`src/jtp_cfg.svh`:
```
`ifndef JTP_CFG_SVH
`define JTP_CFG_SVH
`define JTP_IR_W 4
`define JTP_IR_CAPT 4'h1
`define JTP_OP_EXTEST 4'h0
`define JTP_OP_SAMPLE 4'h1
`define JTP_OP_IDCODE 4'h2
`define JTP_OP_HIGHZ 4'h3
`define JTP_OP_BYPASS 4'hF
`define JTP_ID_W 32
`define JTP_RESET_ONES 3'h5
`define JTP_ONES_W 3
`endif

```
`src/jtp_pkg.sv`:
```
package jtp_pkg;
   typedef enum logic [3:0] {
      TLR, RTI, SELDR, CAPDR, SHDR, EX1DR, PAUDR, EX2DR, UPDDR,
      SELIR, CAPIR, SHIR, EX1IR, PAUIR, EX2IR, UPDIR
   } jtp_state_t;
   typedef struct packed {
      logic tck;
      logic tms;
      logic tdi;
      logic trstN;
   } jtp_pins_t;
   typedef struct packed {
      logic tdo;
      logic tdoOe;
   } jtp_out_t;
endpackage

```
`src/jtp_tap.sv`:
```
`include "jtp_cfg.svh"
// What this block does
// - Five TMS-high clocks always reach reset.
// - Memory waits until the TAP was reset.
// - State moves on rising TCK by TMS.
// - Test-logic-reset disables all test logic.
// - Idle keeps test logic inactive here.
// - Select states branch to path or onward.
// - Capture-IR loads pattern ending in 01.
// - Shift-IR shifts instruction from TDI to TDO.
// - Exit1-IR branches; Pause-IR holds contents.
// - Exit2-IR goes to shift or update.
// - Update-IR latches instruction on falling TCK.
// - Capture-DR loads the selected register.
// - Data path mirrors the instruction path.
// - Instruction register is four bits, LSB first.
// - Bypass, boundary and ID registers in parallel.
// - Bypass is one stage, captures zero.
// - Bypass leaves normal function untouched.
// - Boundary cells load and read pins serially.
// - Test reset pin optional; TMS suffices.
// - Decode extest, sample, idcode, highz, bypass.
// - ID register is 32 bits, bit zero one.
// - High-impedance disables outputs, selects bypass.
module jtp_tap import jtp_pkg::*; #(
   parameter int BSR_W = 8,
   parameter logic [3:0] VERSION = 4'h0,
   parameter logic [15:0] PART_NUM = 16'h1234,  // Arbitrary value.
   parameter logic [10:0] MFR_ID = 11'h055      // Arbitrary value.
) (
   input wire logic clk,
   input wire logic arst_n,
   input wire jtp_pins_t pins,
   input wire logic [BSR_W-1:0] pinIn,
   input wire logic [BSR_W-1:0] coreOut,
   output jtp_out_t tdoOut,
   output logic [BSR_W-1:0] pinOut,
   output logic pinOutOe,
   output logic memEnable
);
   // ----------------------------------------
   // Pin synchronisers
   // ----------------------------------------
   // Every pin passes two flops, so a TCK edge is seen about three clocks late.
   // The tester must therefore hold TCK high and low for at least four clocks.
   logic [3:0] syncA_reg, syncB_reg;
   logic tckPrev_reg;
   always_ff @(posedge clk or negedge arst_n) begin
      if (!arst_n) begin
         syncA_reg <= 4'h0;
         syncB_reg <= 4'h0;
         tckPrev_reg <= 1'b0;
      end else begin
         syncA_reg <= pins;
         syncB_reg <= syncA_reg;
         tckPrev_reg <= syncB_reg[3];
      end
   end
   wire tckS = syncB_reg[3];
   wire tmsS = syncB_reg[2];
   wire tdiS = syncB_reg[1];
   wire trstS = ~syncB_reg[0];
   wire tckRise = tckS & ~tckPrev_reg;
   wire tckFall = ~tckS & tckPrev_reg;

   // ----------------------------------------
   // TAP state machine
   // ----------------------------------------
   // The state has no power-up reset of its own beyond the system reset;
   // the tester still resets it by TRST or TMS.
   jtp_state_t state_reg, state_next;
   always_comb begin
      case (state_reg)
         TLR: state_next = tmsS ? TLR : RTI;
         RTI: state_next = tmsS ? SELDR : RTI;
         SELDR: state_next = tmsS ? SELIR : CAPDR;
         CAPDR: state_next = tmsS ? EX1DR : SHDR;
         SHDR: state_next = tmsS ? EX1DR : SHDR;
         EX1DR: state_next = tmsS ? UPDDR : PAUDR;
         PAUDR: state_next = tmsS ? EX2DR : PAUDR;
         EX2DR: state_next = tmsS ? UPDDR : SHDR;
         UPDDR: state_next = tmsS ? SELDR : RTI;
         SELIR: state_next = tmsS ? TLR : CAPIR;
         CAPIR: state_next = tmsS ? EX1IR : SHIR;
         SHIR: state_next = tmsS ? EX1IR : SHIR;
         EX1IR: state_next = tmsS ? UPDIR : PAUIR;
         PAUIR: state_next = tmsS ? EX2IR : PAUIR;
         EX2IR: state_next = tmsS ? UPDIR : SHIR;
         UPDIR: state_next = tmsS ? SELDR : RTI;
         default: state_next = TLR;
      endcase
   end

   // ----------------------------------------
   // Registers
   // ----------------------------------------
   logic [`JTP_IR_W-1:0] irShift_reg, ir_reg;
   logic bypass_reg;
   logic [`JTP_ID_W-1:0] idShift_reg;
   logic [BSR_W-1:0] bsrShift_reg, bsrUpd_reg;
   logic tdo_reg, tdoOe_reg, memEn_reg, pinOe_reg;
   logic [BSR_W-1:0] pinOut_reg;
   logic [`JTP_ONES_W-1:0] ones_reg;
   wire [`JTP_ID_W-1:0] idValue = {VERSION, PART_NUM, MFR_ID, 1'b1};

   wire selBsr = (ir_reg == `JTP_OP_EXTEST) | (ir_reg == `JTP_OP_SAMPLE);
   wire selId = (ir_reg == `JTP_OP_IDCODE);
   wire extest = (ir_reg == `JTP_OP_EXTEST);
   wire highz = (ir_reg == `JTP_OP_HIGHZ);
   wire shifting = (state_reg == SHIR) | (state_reg == SHDR);
   wire drBit = selBsr ? bsrShift_reg[0] : (selId ? idShift_reg[0] : bypass_reg);
   wire tdoBit = (state_reg == SHIR) ? irShift_reg[0] : drBit;
   // Reset is held only while TRST is low; the five-ones count sends the state to reset separately, on the fifth TCK rise.
   wire tapReset = trstS;

   always_ff @(posedge clk or negedge arst_n) begin
      if (!arst_n) begin
         state_reg <= TLR;
         ones_reg <= '0;
      end else if (tapReset) begin
         state_reg <= TLR;
         ones_reg <= '0;
      end else if (tckRise) begin
         state_reg <= (ones_reg == `JTP_RESET_ONES - 3'h1 && tmsS) ? TLR : state_next;
         ones_reg <= tmsS ? ((ones_reg == `JTP_RESET_ONES) ? ones_reg : ones_reg + 3'h1) : '0;
      end
   end

   always_ff @(posedge clk or negedge arst_n) begin
      if (!arst_n) begin
         irShift_reg <= '0;
         bypass_reg <= 1'b0;
         idShift_reg <= '0;
         bsrShift_reg <= '0;
      end else if (tckRise) begin
         case (state_reg)
            CAPIR: irShift_reg <= `JTP_IR_CAPT;
            SHIR: irShift_reg <= {tdiS, irShift_reg[`JTP_IR_W-1:1]};
            CAPDR: begin
               bypass_reg <= 1'b0;
               if (selId) idShift_reg <= idValue;
               if (selBsr) bsrShift_reg <= pinIn;
            end
            SHDR: begin
               if (selBsr) bsrShift_reg <= {tdiS, bsrShift_reg[BSR_W-1:1]};
               else if (selId) idShift_reg <= {tdiS, idShift_reg[`JTP_ID_W-1:1]};
               else bypass_reg <= tdiS;
            end
            default: ;  // Pause and exit states hold.
         endcase
      end
   end

   always_ff @(posedge clk or negedge arst_n) begin
      if (!arst_n) begin
         ir_reg <= `JTP_OP_BYPASS;
         bsrUpd_reg <= '0;
         tdo_reg <= 1'b0;
         tdoOe_reg <= 1'b0;
         memEn_reg <= 1'b0;
      end else begin
         if (state_reg == TLR) begin
            ir_reg <= `JTP_OP_BYPASS;
            memEn_reg <= 1'b1;
         end else if (tckFall && state_reg == UPDIR) begin
            ir_reg <= irShift_reg;
         end
         if (tckFall && state_reg == UPDDR && selBsr) bsrUpd_reg <= bsrShift_reg;
         if (tckFall) begin
            tdo_reg <= tdoBit;
            tdoOe_reg <= shifting;
         end
      end
   end

   // ----------------------------------------
   // Pin control
   // ----------------------------------------
   // Outside extest and high-impedance the core drives pins; bypass and
   // idcode never touch function.
   always_ff @(posedge clk or negedge arst_n) begin
      if (!arst_n) begin
         pinOut_reg <= '0;
         pinOe_reg <= 1'b0;
      end else begin
         pinOut_reg <= extest ? bsrUpd_reg : coreOut;
         pinOe_reg <= ~highz;
      end
   end

   assign tdoOut = '{tdo: tdo_reg, tdoOe: tdoOe_reg};
   assign pinOut = pinOut_reg;
   assign pinOutOe = pinOe_reg;
   assign memEnable = memEn_reg;

   // ----------------------------------------
   // Checks
   // ----------------------------------------
   a_trst_forces_reset: assert property (@(posedge clk) disable iff (!arst_n)
      trstS |=> state_reg == TLR) else $error("TRST did not reset TAP");
   a_capir_pattern: assert property (@(posedge clk) disable iff (!arst_n)
      (tckRise && state_reg == CAPIR && !trstS) |=> irShift_reg[1:0] == 2'h1)
      else $error("capture-IR pattern wrong");
   a_bypass_capture: assert property (@(posedge clk) disable iff (!arst_n)
      (tckRise && state_reg == CAPDR && !trstS) |=> !bypass_reg)
      else $error("bypass did not capture zero");
   a_tdo_enable_only: assert property (@(posedge clk) disable iff (!arst_n)
      $rose(tdoOe_reg) |-> $past(tckFall) && $past(shifting))
      else $error("TDO enabled outside shift");
   a_state_on_rise: assert property (@(posedge clk) disable iff (!arst_n)
      (!tckRise && !trstS) |=> $stable(state_reg)) else $error("state moved off edge");
   a_ir_on_fall: assert property (@(posedge clk) disable iff (!arst_n)
      (!$past(tckFall) && state_reg != TLR && $past(state_reg) != TLR) |-> $stable(ir_reg))
      else $error("instruction changed off falling edge");
   a_tlr_bypass: assert property (@(posedge clk) disable iff (!arst_n)
      state_reg == TLR |=> ir_reg == `JTP_OP_BYPASS) else $error("reset did not clear IR");
   a_highz_outputs: assert property (@(posedge clk) disable iff (!arst_n)
      highz |=> !pinOutOe) else $error("outputs driven in high-Z");
   a_sel_exit_tlr: assert property (@(posedge clk) disable iff (!arst_n)
      (tckRise && !trstS && state_reg == SELIR && tmsS) |=> state_reg == TLR)
      else $error("select-IR did not return to reset");

   // ----------------------------------------
   // Sequencing checks
   // ----------------------------------------
   // These follow each register from its edge to the next clock, so a slip is caught at once.
   a_five_ones: assert property (@(posedge clk) disable iff (!arst_n)
      (tckRise && !trstS && tmsS && ones_reg == `JTP_RESET_ONES - 3'h1) |=> state_reg == TLR)
      else $error("five TMS ones did not reset TAP");

   a_tlr_mem: assert property (@(posedge clk) disable iff (!arst_n)
      state_reg == TLR |=> memEnable) else $error("memory not enabled after reset");

   a_mem_sticky: assert property (@(posedge clk) disable iff (!arst_n)
      memEnable |=> memEnable) else $error("memory enable dropped");

   a_seldr_branch: assert property (@(posedge clk) disable iff (!arst_n)
      (tckRise && !trstS && state_reg == SELDR && ones_reg != `JTP_RESET_ONES - 3'h1)
      |=> state_reg == ($past(tmsS) ? SELIR : CAPDR)) else $error("select-DR branch wrong");

   a_rti_idle: assert property (@(posedge clk) disable iff (!arst_n)
      (tckRise && !trstS && state_reg == RTI && !tmsS)
      |=> $stable(irShift_reg) && $stable(bypass_reg) && $stable(ir_reg))
      else $error("test logic active in idle");

   a_shir_shift: assert property (@(posedge clk) disable iff (!arst_n)
      (tckRise && !trstS && state_reg == SHIR)
      |=> irShift_reg == {$past(tdiS), $past(irShift_reg[`JTP_IR_W-1:1])})
      else $error("instruction shift wrong");

   a_pause_hold: assert property (@(posedge clk) disable iff (!arst_n)
      (tckRise && !trstS && (state_reg == PAUIR || state_reg == EX1IR))
      |=> $stable(irShift_reg)) else $error("instruction shifted in pause");

   a_exit2_branch: assert property (@(posedge clk) disable iff (!arst_n)
      (tckRise && !trstS && state_reg == EX2IR)
      |=> state_reg == ($past(tmsS) ? UPDIR : SHIR)) else $error("exit2 branch wrong");

   a_update_ir: assert property (@(posedge clk) disable iff (!arst_n)
      (tckFall && state_reg == UPDIR) |=> ir_reg == $past(irShift_reg))
      else $error("instruction not latched");

   a_capdr_id: assert property (@(posedge clk) disable iff (!arst_n)
      (tckRise && !trstS && state_reg == CAPDR && selId) |=> idShift_reg == idValue)
      else $error("identification not captured");

   a_capdr_bsr: assert property (@(posedge clk) disable iff (!arst_n)
      (tckRise && !trstS && state_reg == CAPDR && selBsr) |=> bsrShift_reg == $past(pinIn))
      else $error("pins not captured");

   a_shdr_bypass: assert property (@(posedge clk) disable iff (!arst_n)
      (tckRise && !trstS && state_reg == SHDR && !selBsr && !selId)
      |=> bypass_reg == $past(tdiS)) else $error("bypass shift wrong");

   a_pause_dr_hold: assert property (@(posedge clk) disable iff (!arst_n)
      (tckRise && !trstS && state_reg == PAUDR)
      |=> $stable(idShift_reg) && $stable(bsrShift_reg)) else $error("data shifted in pause");

   a_update_dr: assert property (@(posedge clk) disable iff (!arst_n)
      (tckFall && state_reg == UPDDR && selBsr) |=> bsrUpd_reg == $past(bsrShift_reg))
      else $error("boundary update wrong");

   a_extest_drive: assert property (@(posedge clk) disable iff (!arst_n)
      extest |=> pinOut == $past(bsrUpd_reg)) else $error("extest pins wrong");

   a_core_drive: assert property (@(posedge clk) disable iff (!arst_n)
      !extest |=> pinOut == $past(coreOut)) else $error("core value not on pins");

   a_highz_bypass: assert property (@(posedge clk) disable iff (!arst_n)
      (tckRise && !trstS && highz && state_reg == SHDR) |=> bypass_reg == $past(tdiS))
      else $error("high-Z does not shift bypass");

   a_tdo_follows: assert property (@(posedge clk) disable iff (!arst_n)
      tckFall |=> tdoOut.tdo == $past(tdoBit) && tdoOut.tdoOe == $past(shifting))
      else $error("TDO not updated on falling edge");
endmodule // jtp_tap

```
`config.mk`:
```
export PLATFORM = sky130hd
export DESIGN_NAME = jtp_tap
export DESIGN_NICKNAME = d
export VERILOG_FILES = /design/src/jtp_pkg.sv /design/src/jtp_tap.sv
export VERILOG_INCLUDE_DIRS = /design/src /design/src/src
export SDC_FILE = /design/constraint.sdc
export NUM_CORES = 1
export LEC_CHECK = 0
export BUFFER_PORTS_ARGS = -buffer_cell sky130_fd_sc_hd__buf_2
export CORE_ASPECT_RATIO = 0.6
export CORE_MARGIN = 2
export CORE_UTILIZATION = 45
export CTS_CLUSTER_DIAMETER = 100
export CTS_CLUSTER_SIZE = 14
export DETAILED_ROUTE_END_ITERATION = 10
export HOLD_SLACK_MARGIN = 0.02
export SETUP_SLACK_MARGIN = 0.15
export SLEW_MARGIN = 15
export SYNTH_ARGS = -nofsm -noshare
export SYNTH_HDL_FRONTEND = slang
export SYNTH_SLANG_ARGS = --single-unit
export TNS_END_PERCENT = 5
```
`constraint.sdc`:
```
create_clock -name clk -period 2.25 [get_ports clk]
set_input_delay 0.3375 -clock clk [delete_from_list [all_inputs] [get_ports clk]]
set_output_delay 0.3375 -clock clk [all_outputs]
set_load 0.005 [all_outputs]
```
# == Word level (Yosys, flattened, before mapping) ==
# Cells that the tools add are included.
# op_classes
addsub,1
eq_ne,28
mux,37
n_bitwise,7
n_reduce_logical,17
# ops
operator,count
$mux W32,3
$pmux W32 S2,1
$pmux W4 S12,1
$mux W4,9
$eq A4 B4 Y1 const B,8
$mux W8,3
$mux W3,6
$eq A4 B2 Y1 const B,4
$eq A4 B3 Y1 const B,4
$pmux W8 S2,1
$ne A2 B2 Y1 const B,6
$eq A4 B1 Y1 const B,2
$logic_not A4 Y1,2
$mux W1,8
$pmux W4 S2,1
$reduce_and A4 Y1,2
$eq A3 B3 Y1 const B,2
$mux W2,3
$reduce_bool A2 Y1,3
$reduce_and A5 Y1,1
$logic_and A1 B1 Y1,4
$reduce_and A2 Y1,2
$reduce_or A2 Y1,2
$add A3 B1 Y3 const B,1
other kinds (7),11
# totals
reg_bits,85
in_bits,22
out_inout_bits,12
wordCells,106

# == Logic depth before layout (Yosys ltp) ==
# Gate-level depths: netlist of the first run.
# logic_depth
ltp_word,6
depth_mapped,6
depth_no_buf,6

# == Worst setup path after synthesis of the first run ==
# No wires, ideal clock.
# synth_timing
path_kind,flip-flop to flip-flop
from,register ir_reg[1]
to,register pinOut_reg[0] (netlist: pinOut[0])
setup_time_ps,125
arrival_ps,1336
t_required_ps,2125
setup_slack_ps,790
stages_incl_launch_ff,4
n_path_buf,0
synth_period_minus_slack_ps,1460
cell_sequence,dfstp_2 > or3_1 > nor2_4 > mux2_2
# synth_between
elab_chain_cells,2
# synth_lines
item,line_no,text
start: declaration,jtp_tap.sv:97,"logic [`JTP_IR_W-1:0] irShift_reg, ir_reg;"
start signal: assignment,jtp_tap.sv:156,ir_reg <= `JTP_OP_BYPASS;
start signal: assignment,jtp_tap.sv:163,ir_reg <= `JTP_OP_BYPASS;
start signal: assignment,jtp_tap.sv:166,ir_reg <= irShift_reg;
$logic_not A4 Y1 (no source line),-,
$mux W8,jtp_tap.sv:186,pinOut_reg <= extest ? bsrUpd_reg : coreOut;
end signal: assignment,jtp_tap.sv:186,
end: declaration,jtp_tap.sv:102,logic [BSR_W-1:0] pinOut_reg;
# No other way between the ends.
# A chain may end at the register's enable or synchronous reset.

# == Worst setup path in the final report of the first run ==
# layout_timing
from,register state_reg[3]
to,register bsrShift_reg[3]
# layout_between
elab_chain_cells,3
word_cells_on_any_way,7
classes_between,eq/ne: 4; mux: 1; reduce/logical: 2
# layout_lines
item,line_no,text
start: declaration,jtp_tap.sv:71,"jtp_state_t state_reg, state_next;"
start signal: assignment,jtp_tap.sv:124,state_reg <= (ones_reg == `JTP_RESET_ONES - 3'h1 && tmsS) ? TLR : state_next;
$eq A4 B2 Y1 / $eq A4 B3 Y1 (equally long branches),jtp_tap.sv:136,case (state_reg)
$ne A2 B2 Y1 (no source line) / $reduce_bool A2 Y1 (equally long branches),-,
$reduce_and A4 Y1 (no source line),-,
end signal: assignment,jtp_tap.sv:142,if (selBsr) bsrShift_reg <= pinIn;
end signal: assignment,jtp_tap.sv:145,"if (selBsr) bsrShift_reg <= {tdiS, bsrShift_reg[BSR_W-1:1]};"
end: declaration,jtp_tap.sv:100,"logic [BSR_W-1:0] bsrShift_reg, bsrUpd_reg;"
# Several ways; a longest one is shown, not always the timed one.

==> metrics.yaml, run 1 <==
global_route:
  grt-ovfl-total: 0
  grt_pass1_vias: 2370
  track_usage_pct: 17.4
  antenna_found_initial: 0
  grt_pass1_wl_um: 12000
  grt_max_degree: 65
synthesis:
  synthTopCellsByArea: "dfrtp_1 (54%), nand2_1 (9.0%), mux2_2 (4.8%)"
  ys_ff_latch: 85
  synth.yosys.seq_area_share_pct: 56.3
  async_flop_share_pct: 100
  synth-edff-count: 0
  synth_area_mm2: 0.00378
  synth_top_cell_area_share_pct: 53.6
  avgSynthCellArea_um2: 10.3
  synth.distinct_cells: 49
  syn_nets: 391
  syn_inst: 366
  synth_ff_type: "dfrtp_1"
  yosysTopAreaCell: "dfrtp_1"
  ys_warn_count: 0
critical_path:
  worstPathArrival_ns: 2.09
  cp-endpoint: "bsrShift_reg[3]$_DFFE_PN0P_"
  regToRegStartpoint: "state_reg[3]$_DFFE_PN0P_"
  startpoint: "state_reg[3]$_DFFE_PN0P_"
  rrSetupSlack_ns: 0.34
  critical_path_class: "reg2reg"
  start_kind: "register"
  worstPathRequired_ns: 2.44
  r2r_cells: 4
  end_kind: "register"
  rr_endpoint: "bsrShift_reg[3]$_DFFE_PN0P_"
  path_max_fanout: 16
run_status:
  status: "completed"
timing:
  final_max_slew_viol_count: 0
  max_freq_mhz: 525
  relSlewSlack_pct: 59.4
  finalSetupTns_ns: 0
  period_needed_ns: 1.91
  fin_skew_ns: 0.00532
  rsz0062_at_grt: "false"
  finalSetupViolCount: 0
  finalHoldViolCount: 0
  fin_crit_sh_pct: 84.7
  post-route-worst-setup-slack_ns: 0.345
  worstMarginPinSlew_ns: 0.608
hold_path:
  hold_path.class: "in2reg"
finish:
  area_growth_syn_to_layout_pct: 15.3
  insertedDiodeCount: 0
  layout-drive-gt1-share_pct: 21.8
  final_nets: 424
  largest_register_ffs: 32
  final_cells: 512
  fin_util_pct: 54.5
floorplanning:
  die-height_um: 75.0
  start_util_pct: 47.3
  core-area_mm2: 0.00801
  die_w_um: 122
  rows: 25
  die_area_mm2: 0.00918
  pin_count: 34
placement:
  dp.cells: 495
  io_buffers: 33
  gp_congestion: 0.795
  dp_slack_ns: 0.369
  dp_hpwl_um: 4820
route:
  via_count: 2572
  dr.pass1.iters: 4
  ant_nets: 0
  drtIter0Drc: 246
  drc: 0
  wirelength_um: 7170
  routedWlPerCell_um: 14.0
  avgViaCountPerCell: 5.02
clocking:
  post-cts-setup-buffers: 0
  clk_pin_slew_worst_paths_ns: 0.06
  htreeDepth: 3
  cts-root-buf: "clkbuf_16"
  clk_latency_ns: 0.34
  cts_num_sinks: 85
  ctsLongestPathBuffers: 2
  cts_tree: "done"
  numCtsBuffers: 9
pwr:
  p_leak_nw: 1.93
  p_per_area_mw_per_mm2: 733
  vdd_drop_max_mv: 0.488
  total_power_w: 0.00320
job:
  drv_cap: 0
worst max-delay path, cell delays in order, from the launching register on:
cell and delay, ns:
dfrtp_1 0.56, nor4b_2 0.57, buf_4 0.29, mux2i_1 0.23
o21ai_0 0.10
Yosys cell counts, types with 2 or more instances:
master and count:
mux2_2 16, dfrtp_1 81, dfstp_2 4, inv_1 6
o21ai_0 22, buf_2 11, nor2b_1 5, a22o_1 2
mux2i_1 12, a21oi_1 7, nand2b_1 8, and3_1 2
a31oi_1 2, o21ai_1 32, nor3b_2 2, a32o_1 2
o41ai_1 2, ha_1 3, and2_1 3, nor2_1 16
nand2_1 91, buf_4 7, nand3_1 4
routing by layer:
| layer | track usage [%] | vias up | wire length [um] |
|---|---|---|---|
| met5 | 0 | - | 0 |
| met4 | 6.13 | 0 | 40 |
| met3 | 5.00 | 4 | 407 |
| met2 | 23.4 | 52 | 2860 |
| met1 | 26.7 | 1199 | 3870 |
| li1 | - | 1317 | - |
metrics by stage:
stage	cell area (um2)	hold WS [ns]
after global placement	4050	0.245
after CTS	4360	0.0894
after global routing	4360	0.0870
after detailed placement	4050	0.250
final	4360	0.102
after floorplan	3780	0.0419
how the worst min path moves through the flow:
stage | startpoint | endpoint | slack, ns | cells after the start
finish | pins[3] | syncA_reg[3]$_DFF_PN0_ | 0.10 | 1
global route | pins[1] | syncA_reg[1]$_DFF_PN0_ | 0.09 | 1
CTS | pins[3] | syncA_reg[3]$_DFF_PN0_ | 0.09 | 1
detailed placement | arst_n | pinOut[5]$_DFF_PN0_ | 0.25 | 1
global placement | arst_n | pinOut[5]$_DFF_PN0_ | 0.24 | 1
floorplan | arst_n | bsrShift_reg[0]$_DFFE_PN0P_ | 0.04 | 0
repair_timing:
item / 4_1_cts / 5_1_grt
hold buffers: 1 / 0
gates resized for setup: 0 / 0
hold endpoints to repair: 20 / 0
kinds of logic (layout without fill, tap and decap cells):
family / count (synthesis) / in the layout / synth area share, %
compound gates: 80 / 80 / 12.7
mux: 28 / 28 / 7.93
fa+ha+maj: 3 / 3 / 0.992
flops: 85 / 85 / 56.3
simple gates: 143 / 143 / 18.2
xor+xnor: 1 / 1 / 0.231
buf+inv: 26 / 64 / 3.64
report_power, final:
part	total, W	leakage [nW]	switching (W)	internal, W
registers	0.00157	1.08	0.0000179	0.00155
logic	0.000123	0.700	0.0000714	0.0000514
clock network	0.00151	0.155	0.000611	0.000900
total	0.00320	1.93	0.000700	0.00250
area by class of cell:
class | instances | area (um2)
multi-input combinational | 255 | 1520
clock inverter | 6 | 68.8
inverter | 6 | 22.5
tap | 108 | 135
clock buffer | 10 | 239
timing repair buffer | 42 | 250
sequential | 85 | 2130
fill | 717 | 3640
placed cells by master, fill, tap and decap left out, types with 2 or more instances in the layout:
cell type | netlist | routed
and2_1 | 3 | 3
ha_1 | 3 | 3
clkinv_2 | 0 | 2
nand3_1 | 4 | 4
nor3b_2 | 2 | 2
o21ai_1 | 32 | 32
nand2b_1 | 8 | 8
dfstp_2 | 4 | 4
o21ai_0 | 22 | 22
a21oi_1 | 7 | 7
buf_2 | 11 | 32
inv_1 | 6 | 6
clkbuf_16 | 0 | 9
buf_4 | 7 | 8
a32o_1 | 2 | 2
nor2_1 | 16 | 16
o41ai_1 | 2 | 2
dfrtp_1 | 81 | 81
mux2_2 | 16 | 16
and3_1 | 2 | 2
mux2i_1 | 12 | 12
nor2b_1 | 5 | 5
nand2_1 | 91 | 91
a31oi_1 | 2 | 2
a22o_1 | 2 | 2
(Power assumes the default switching activity.)
==> run 2: changes to the inputs <==
- ABC_AREA: not set -> 1
- clock period: 2.25 -> 1.9 ns (I/O delays scaled with it)
==> run 2 against run 1 <==
Net effect: setup slack worse by 0.14 ns; first-iteration DRC count is 32% lower; register-to-register slack worse by 0.14 ns; sequential share of layout area grew 0.17 points; wire length about the same; via count increased by 5.2%.
==> metrics.yaml, run 2 <==
finish:
  area_growth_syn_to_layout_pct: 17.2  # was 15.3%
  largest_register_ffs: 32  # unchanged
  final_nets: 476  # was 424
  layout-drive-gt1-share_pct: 19.1  # was 21.8%
  final_cell_mix: "nand2_1 (99), dfrtp_1 (81), inv_1 (56), o21ai_0 (34), buf_2 (32)"  # was nand2_1 (91), dfrtp_1 (81), o21ai_1 (32), buf_2 (32), o21ai_0 (22)
  insertedDiodeCount: 0  # unchanged
  final_common_cell: "nand2_1"  # unchanged
pwr:
  swShare_pct: 20.9  # was 21.9%
  p_int_w: 0.00305  # was 0.00250 W
  vdd_drop_max_mv: 0.526  # was 0.488 mV
  p_switching_w: 0.000806  # was 0.000700 W
  pwr-share-clk_pct: 48.1  # was 47.2%
  total_power_w: 0.00385  # was 0.00320 W
  power_frac_seq_pct: 48.1  # was 48.9%
  p_leak_nw: 2.12  # was 1.93 nW
  pwr-share-comb_pct: 3.8  # about the same
  p_per_area_mw_per_mm2: 886  # was 733 mW/mm2
placement:
  gp_congestion: 0.852  # was 0.795
  io_buffers: 33  # unchanged
  dp_hpwl_um: 4890  # was 4820 um
route:
  wirelength_um: 7180  # was 7170 um
  drtIter0Drc: 168  # was 246
  via_count: 2707  # was 2572
  drc: 0  # unchanged
  ant_nets: 0  # unchanged
  top_layer_used: "met4"  # unchanged
  dr.pass1.iters: 4  # unchanged
  drt-met1-wl_um: 3880  # was 3870 um
  routedWlPerCell_um: 12.7  # was 14.0 um
  met2_length_um: 2760  # was 2860 um
  avgViaCountPerCell: 4.80  # was 5.02
  route.met3.wl_um: 493  # was 407 um
critical_path:
  r2r_cells: 6  # was 4
  regToRegStartpoint: "state_reg[3]$_DFFE_PN0P_"  # unchanged
  end_kind: "register"  # unchanged
  worstPathRequired_ns: 2.13  # was 2.44 ns
  start_kind: "register"  # unchanged
  rr_endpoint: "irShift_reg[1]$_DFFE_PN0P_"  # was bsrShift_reg[3]$_DFFE_PN0P_
  critPathMaxStageDelay_ns: 0.44  # was 0.57 ns
  path_max_fanout: 8  # was 16
  path_cells: "inv_1 -> nor2_2 -> nand2_1 -> nor2_2 -> nand3_1 -> o21ai_0"  # was nor4b_2 -> buf_4 -> mux2i_1 -> o21ai_0
  rrSetupSlack_ns: 0.20  # was 0.34 ns
  crit_slowest_cell: "dfrtp_1"  # was nor4b_2
  worstPathArrival_ns: 1.93  # was 2.09 ns
  critical_path_class: "reg2reg"  # unchanged
  cp_common_cell: "nor2_2"
timing:
  relSlewSlack_pct: 64.2  # was 59.4%
  worstMarginPinSlew_ns: 0.535  # was 0.608 ns
  finalSetupViolCount: 0  # unchanged
  period_needed_ns: 1.70  # was 1.91 ns
  final_max_slew_viol_count: 0  # unchanged
  whs_ns: 0.0509  # was 0.102 ns
  fin_crit_sh_pct: 89.2  # was 84.7%
  fin_skew_ns: 0.0118  # was 0.00532 ns
  rsz0062_at_grt: "true"  # was false
  max_freq_mhz: 590  # was 525 MHz
  finalHoldViolCount: 0  # unchanged
  finalSetupTns_ns: 0  # unchanged
synthesis:
  synthTopCellsByArea: "dfrtp_1 (55%), nand2_1 (10%), inv_1 (5.7%)"  # was dfrtp_1 (54%), nand2_1 (9.0%), mux2_2 (4.8%)
  async_flop_share_pct: 100  # unchanged
  avgSynthCellArea_um2: 8.98  # was 10.3 um2
  synth.yosys.seq_area_share_pct: 57.5  # was 56.3%
  synth_area_mm2: 0.00371  # was 0.00378 mm2
  syn_nets: 438  # was 391
  syn_inst: 413  # was 366
  synth_top_cell_area_share_pct: 54.6  # was 53.6%
  yosys-top-cells-count: "nand2_1 (100), dfrtp_1 (81), inv_1 (56)"  # was nand2_1 (91), dfrtp_1 (81), o21ai_1 (32)
  synth_ff_type: "dfrtp_1"  # unchanged
  ys_warn_count: 0  # unchanged
  ys_ff_latch: 85  # unchanged
  yosysTopAreaCell: "dfrtp_1"  # unchanged
  yosysMostFrequentCell: "nand2_1"  # unchanged
  synth.distinct_cells: 29  # was 49
  synth-edff-count: 0  # unchanged
global_route:
  grt_pass1_wl_um: 11700  # was 12000 um
  grt_max_degree: 46  # was 65
  grt-ovfl-total: 0  # unchanged
  track_usage_pct: 17.4  # about the same
  antenna_found_initial: 0  # unchanged
  grt_pass1_vias: 2382  # was 2370
hold_path:
  min_from: "pins[2]"  # was pins[3]
  hold_end: "syncA_reg[2]$_DFF_PN0_"  # was syncA_reg[3]$_DFF_PN0_
  holdPathStages: 1  # unchanged
  hold_path.class: "in2reg"  # unchanged
clocking:
  cts-root-buf: "clkbuf_16"  # unchanged
  post-cts-setup-buffers: 0  # unchanged
  clk_latency_ns: 0.35  # was 0.34 ns
  ctsLongestPathBuffers: 2  # unchanged
  cts_tree: "done"  # unchanged
  htreeDepth: 3  # unchanged
  cts_num_sinks: 85  # unchanged
  clk_pin_slew_worst_paths_ns: 0.06  # about the same
  numCtsBuffers: 9  # unchanged
floorplanning:
  pin_count: 34  # unchanged
  start_util_pct: 46.7  # was 47.3%
  die_area_mm2: 0.00901  # was 0.00918 mm2
  rows: 25  # unchanged
  core-area_mm2: 0.00795  # was 0.00801 mm2
  die_w_um: 121  # was 122 um
  die-height_um: 74.3  # was 75.0 um
run_status:
  status: "completed"  # unchanged
job:
  drv_cap: 0  # unchanged
==> run 2: changes by cell type in the layout (fill, tap and decap cells not counted), sizes merged, moves of 3 or more <==
cell and delta:
and2 -3, mux2i -12, nor2b -5, clkinv -3, nand3 +12, nand2 +13, o21ai +10, nor2 +15
mux2 -8, a21oi +9, inv +53, nand2b -8
==> run 2: worst max-delay path: cells and delay by family (launching register included) <==
kind | cells | cell delay, ns
buffers and inverters | 1 | 0.10
AND/OR/NAND/NOR | 4 | 0.92
AO/OA/AOI/OAI | 1 | 0.12
flip-flops | 1 | 0.44
==> run 2: cells by family (layout without fill, tap and decap cells) <==
| kind of cell | after synthesis | count (layout) | share of synthesized area, % |
|---|---|---|---|
| buffers and inverters | 74 | 117 | 8.23 |
| muxes | 8 | 8 | 2.43 |
| and+or+nand+nor | 157 | 157 | 18.6 |
| adders and majority gates | 3 | 3 | 1.01 |
| xor gates and xnor gates | 1 | 1 | 0.236 |
| AOI/OAI and AO/OA | 85 | 85 | 12.0 |
| DFF | 85 | 85 | 57.5 |
==> run 2: how the worst max path moves through the flow <==
stage	start	to	depth (start not counted)	slack, ns
2_1_floorplan	ir_reg[1]$_DFFE_PN1P_	pinOut[0]$_DFF_PN0_	5	0.38
3_3_place_gp	ir_reg[3]$_DFFE_PN1P_	pinOut[0]$_DFF_PN0_	5	0.22
3_5_place_dp	ir_reg[1]$_DFFE_PN1P_	pinOut[1]$_DFF_PN0_	5	0.17
4_1_cts	state_reg[1]$_DFFE_PN0P_	idShift_reg[23]$_DFFE_PN0P_	10	0.25
5_1_grt	syncB_reg[3]$_DFF_PN0_	ones_reg[0]$_DFFE_PN0P_	7	0.07
6_report	state_reg[3]$_DFFE_PN0P_	irShift_reg[1]$_DFFE_PN0P_	6	0.20
==> run 2: timing repair <==
action / CTS / global route
gates resized for setup: 1 / 1
cloned: 0 / 0
endpoints found under the hold margin: 16 / 0
hold buffers: 1 / 0
endpoints found under the setup margin: 1 / 32
==> run 2: cell type report <==
| type | instances | area, um2 |
|---|---|---|
| clock inverter | 5 | 83.8 |
| sequential | 85 | 2130 |
| fill | 754 | 3600 |
| clock buffer | 11 | 233 |
| multi-input combinational | 254 | 1280 |
| tap | 108 | 135 |
| inverter | 60 | 225 |
| timing repair buffer | 41 | 255 |
==> run 2: layer usage <==
metal | vias to the layer above | GRT usage (%)
li1 | 1378 | -
met1 | 1246 | 26.0
met2 | 79 | 22.8
met3 | 4 | 7.67
met4 | 0 | 4.60
met5 | - | 0
==> run 2: power by group through the flow <==
stage | Sequential, W | Combinational [W] | Clock, W
after floorplan | 0.00188 | 0.0000618 | 0
after global placement | 0.00189 | 0.000146 | 0
after detailed placement | 0.00189 | 0.000147 | 0
after CTS | 0.00185 | 0.000149 | 0.00191
after global routing | 0.00185 | 0.000169 | 0.00200
final | 0.00185 | 0.000147 | 0.00185
==> run 2: per-stage QoR <==
| stage | setup slack, ns | utilization, % | cell area, um2 | instances |
|---|---|---|---|---|
| after floorplan | 0.379 | - | 3710 | 413 |
| after global placement | 0.215 | 50.5 | 4010 | 547 |
| after detailed placement | 0.166 | 50.5 | 4010 | 547 |
| after CTS | 0.246 | 54.6 | 4340 | 564 |
| after global routing | 0.0673 | 54.7 | 4350 | 564 |
| final | 0.204 | 54.7 | 4350 | 564 |
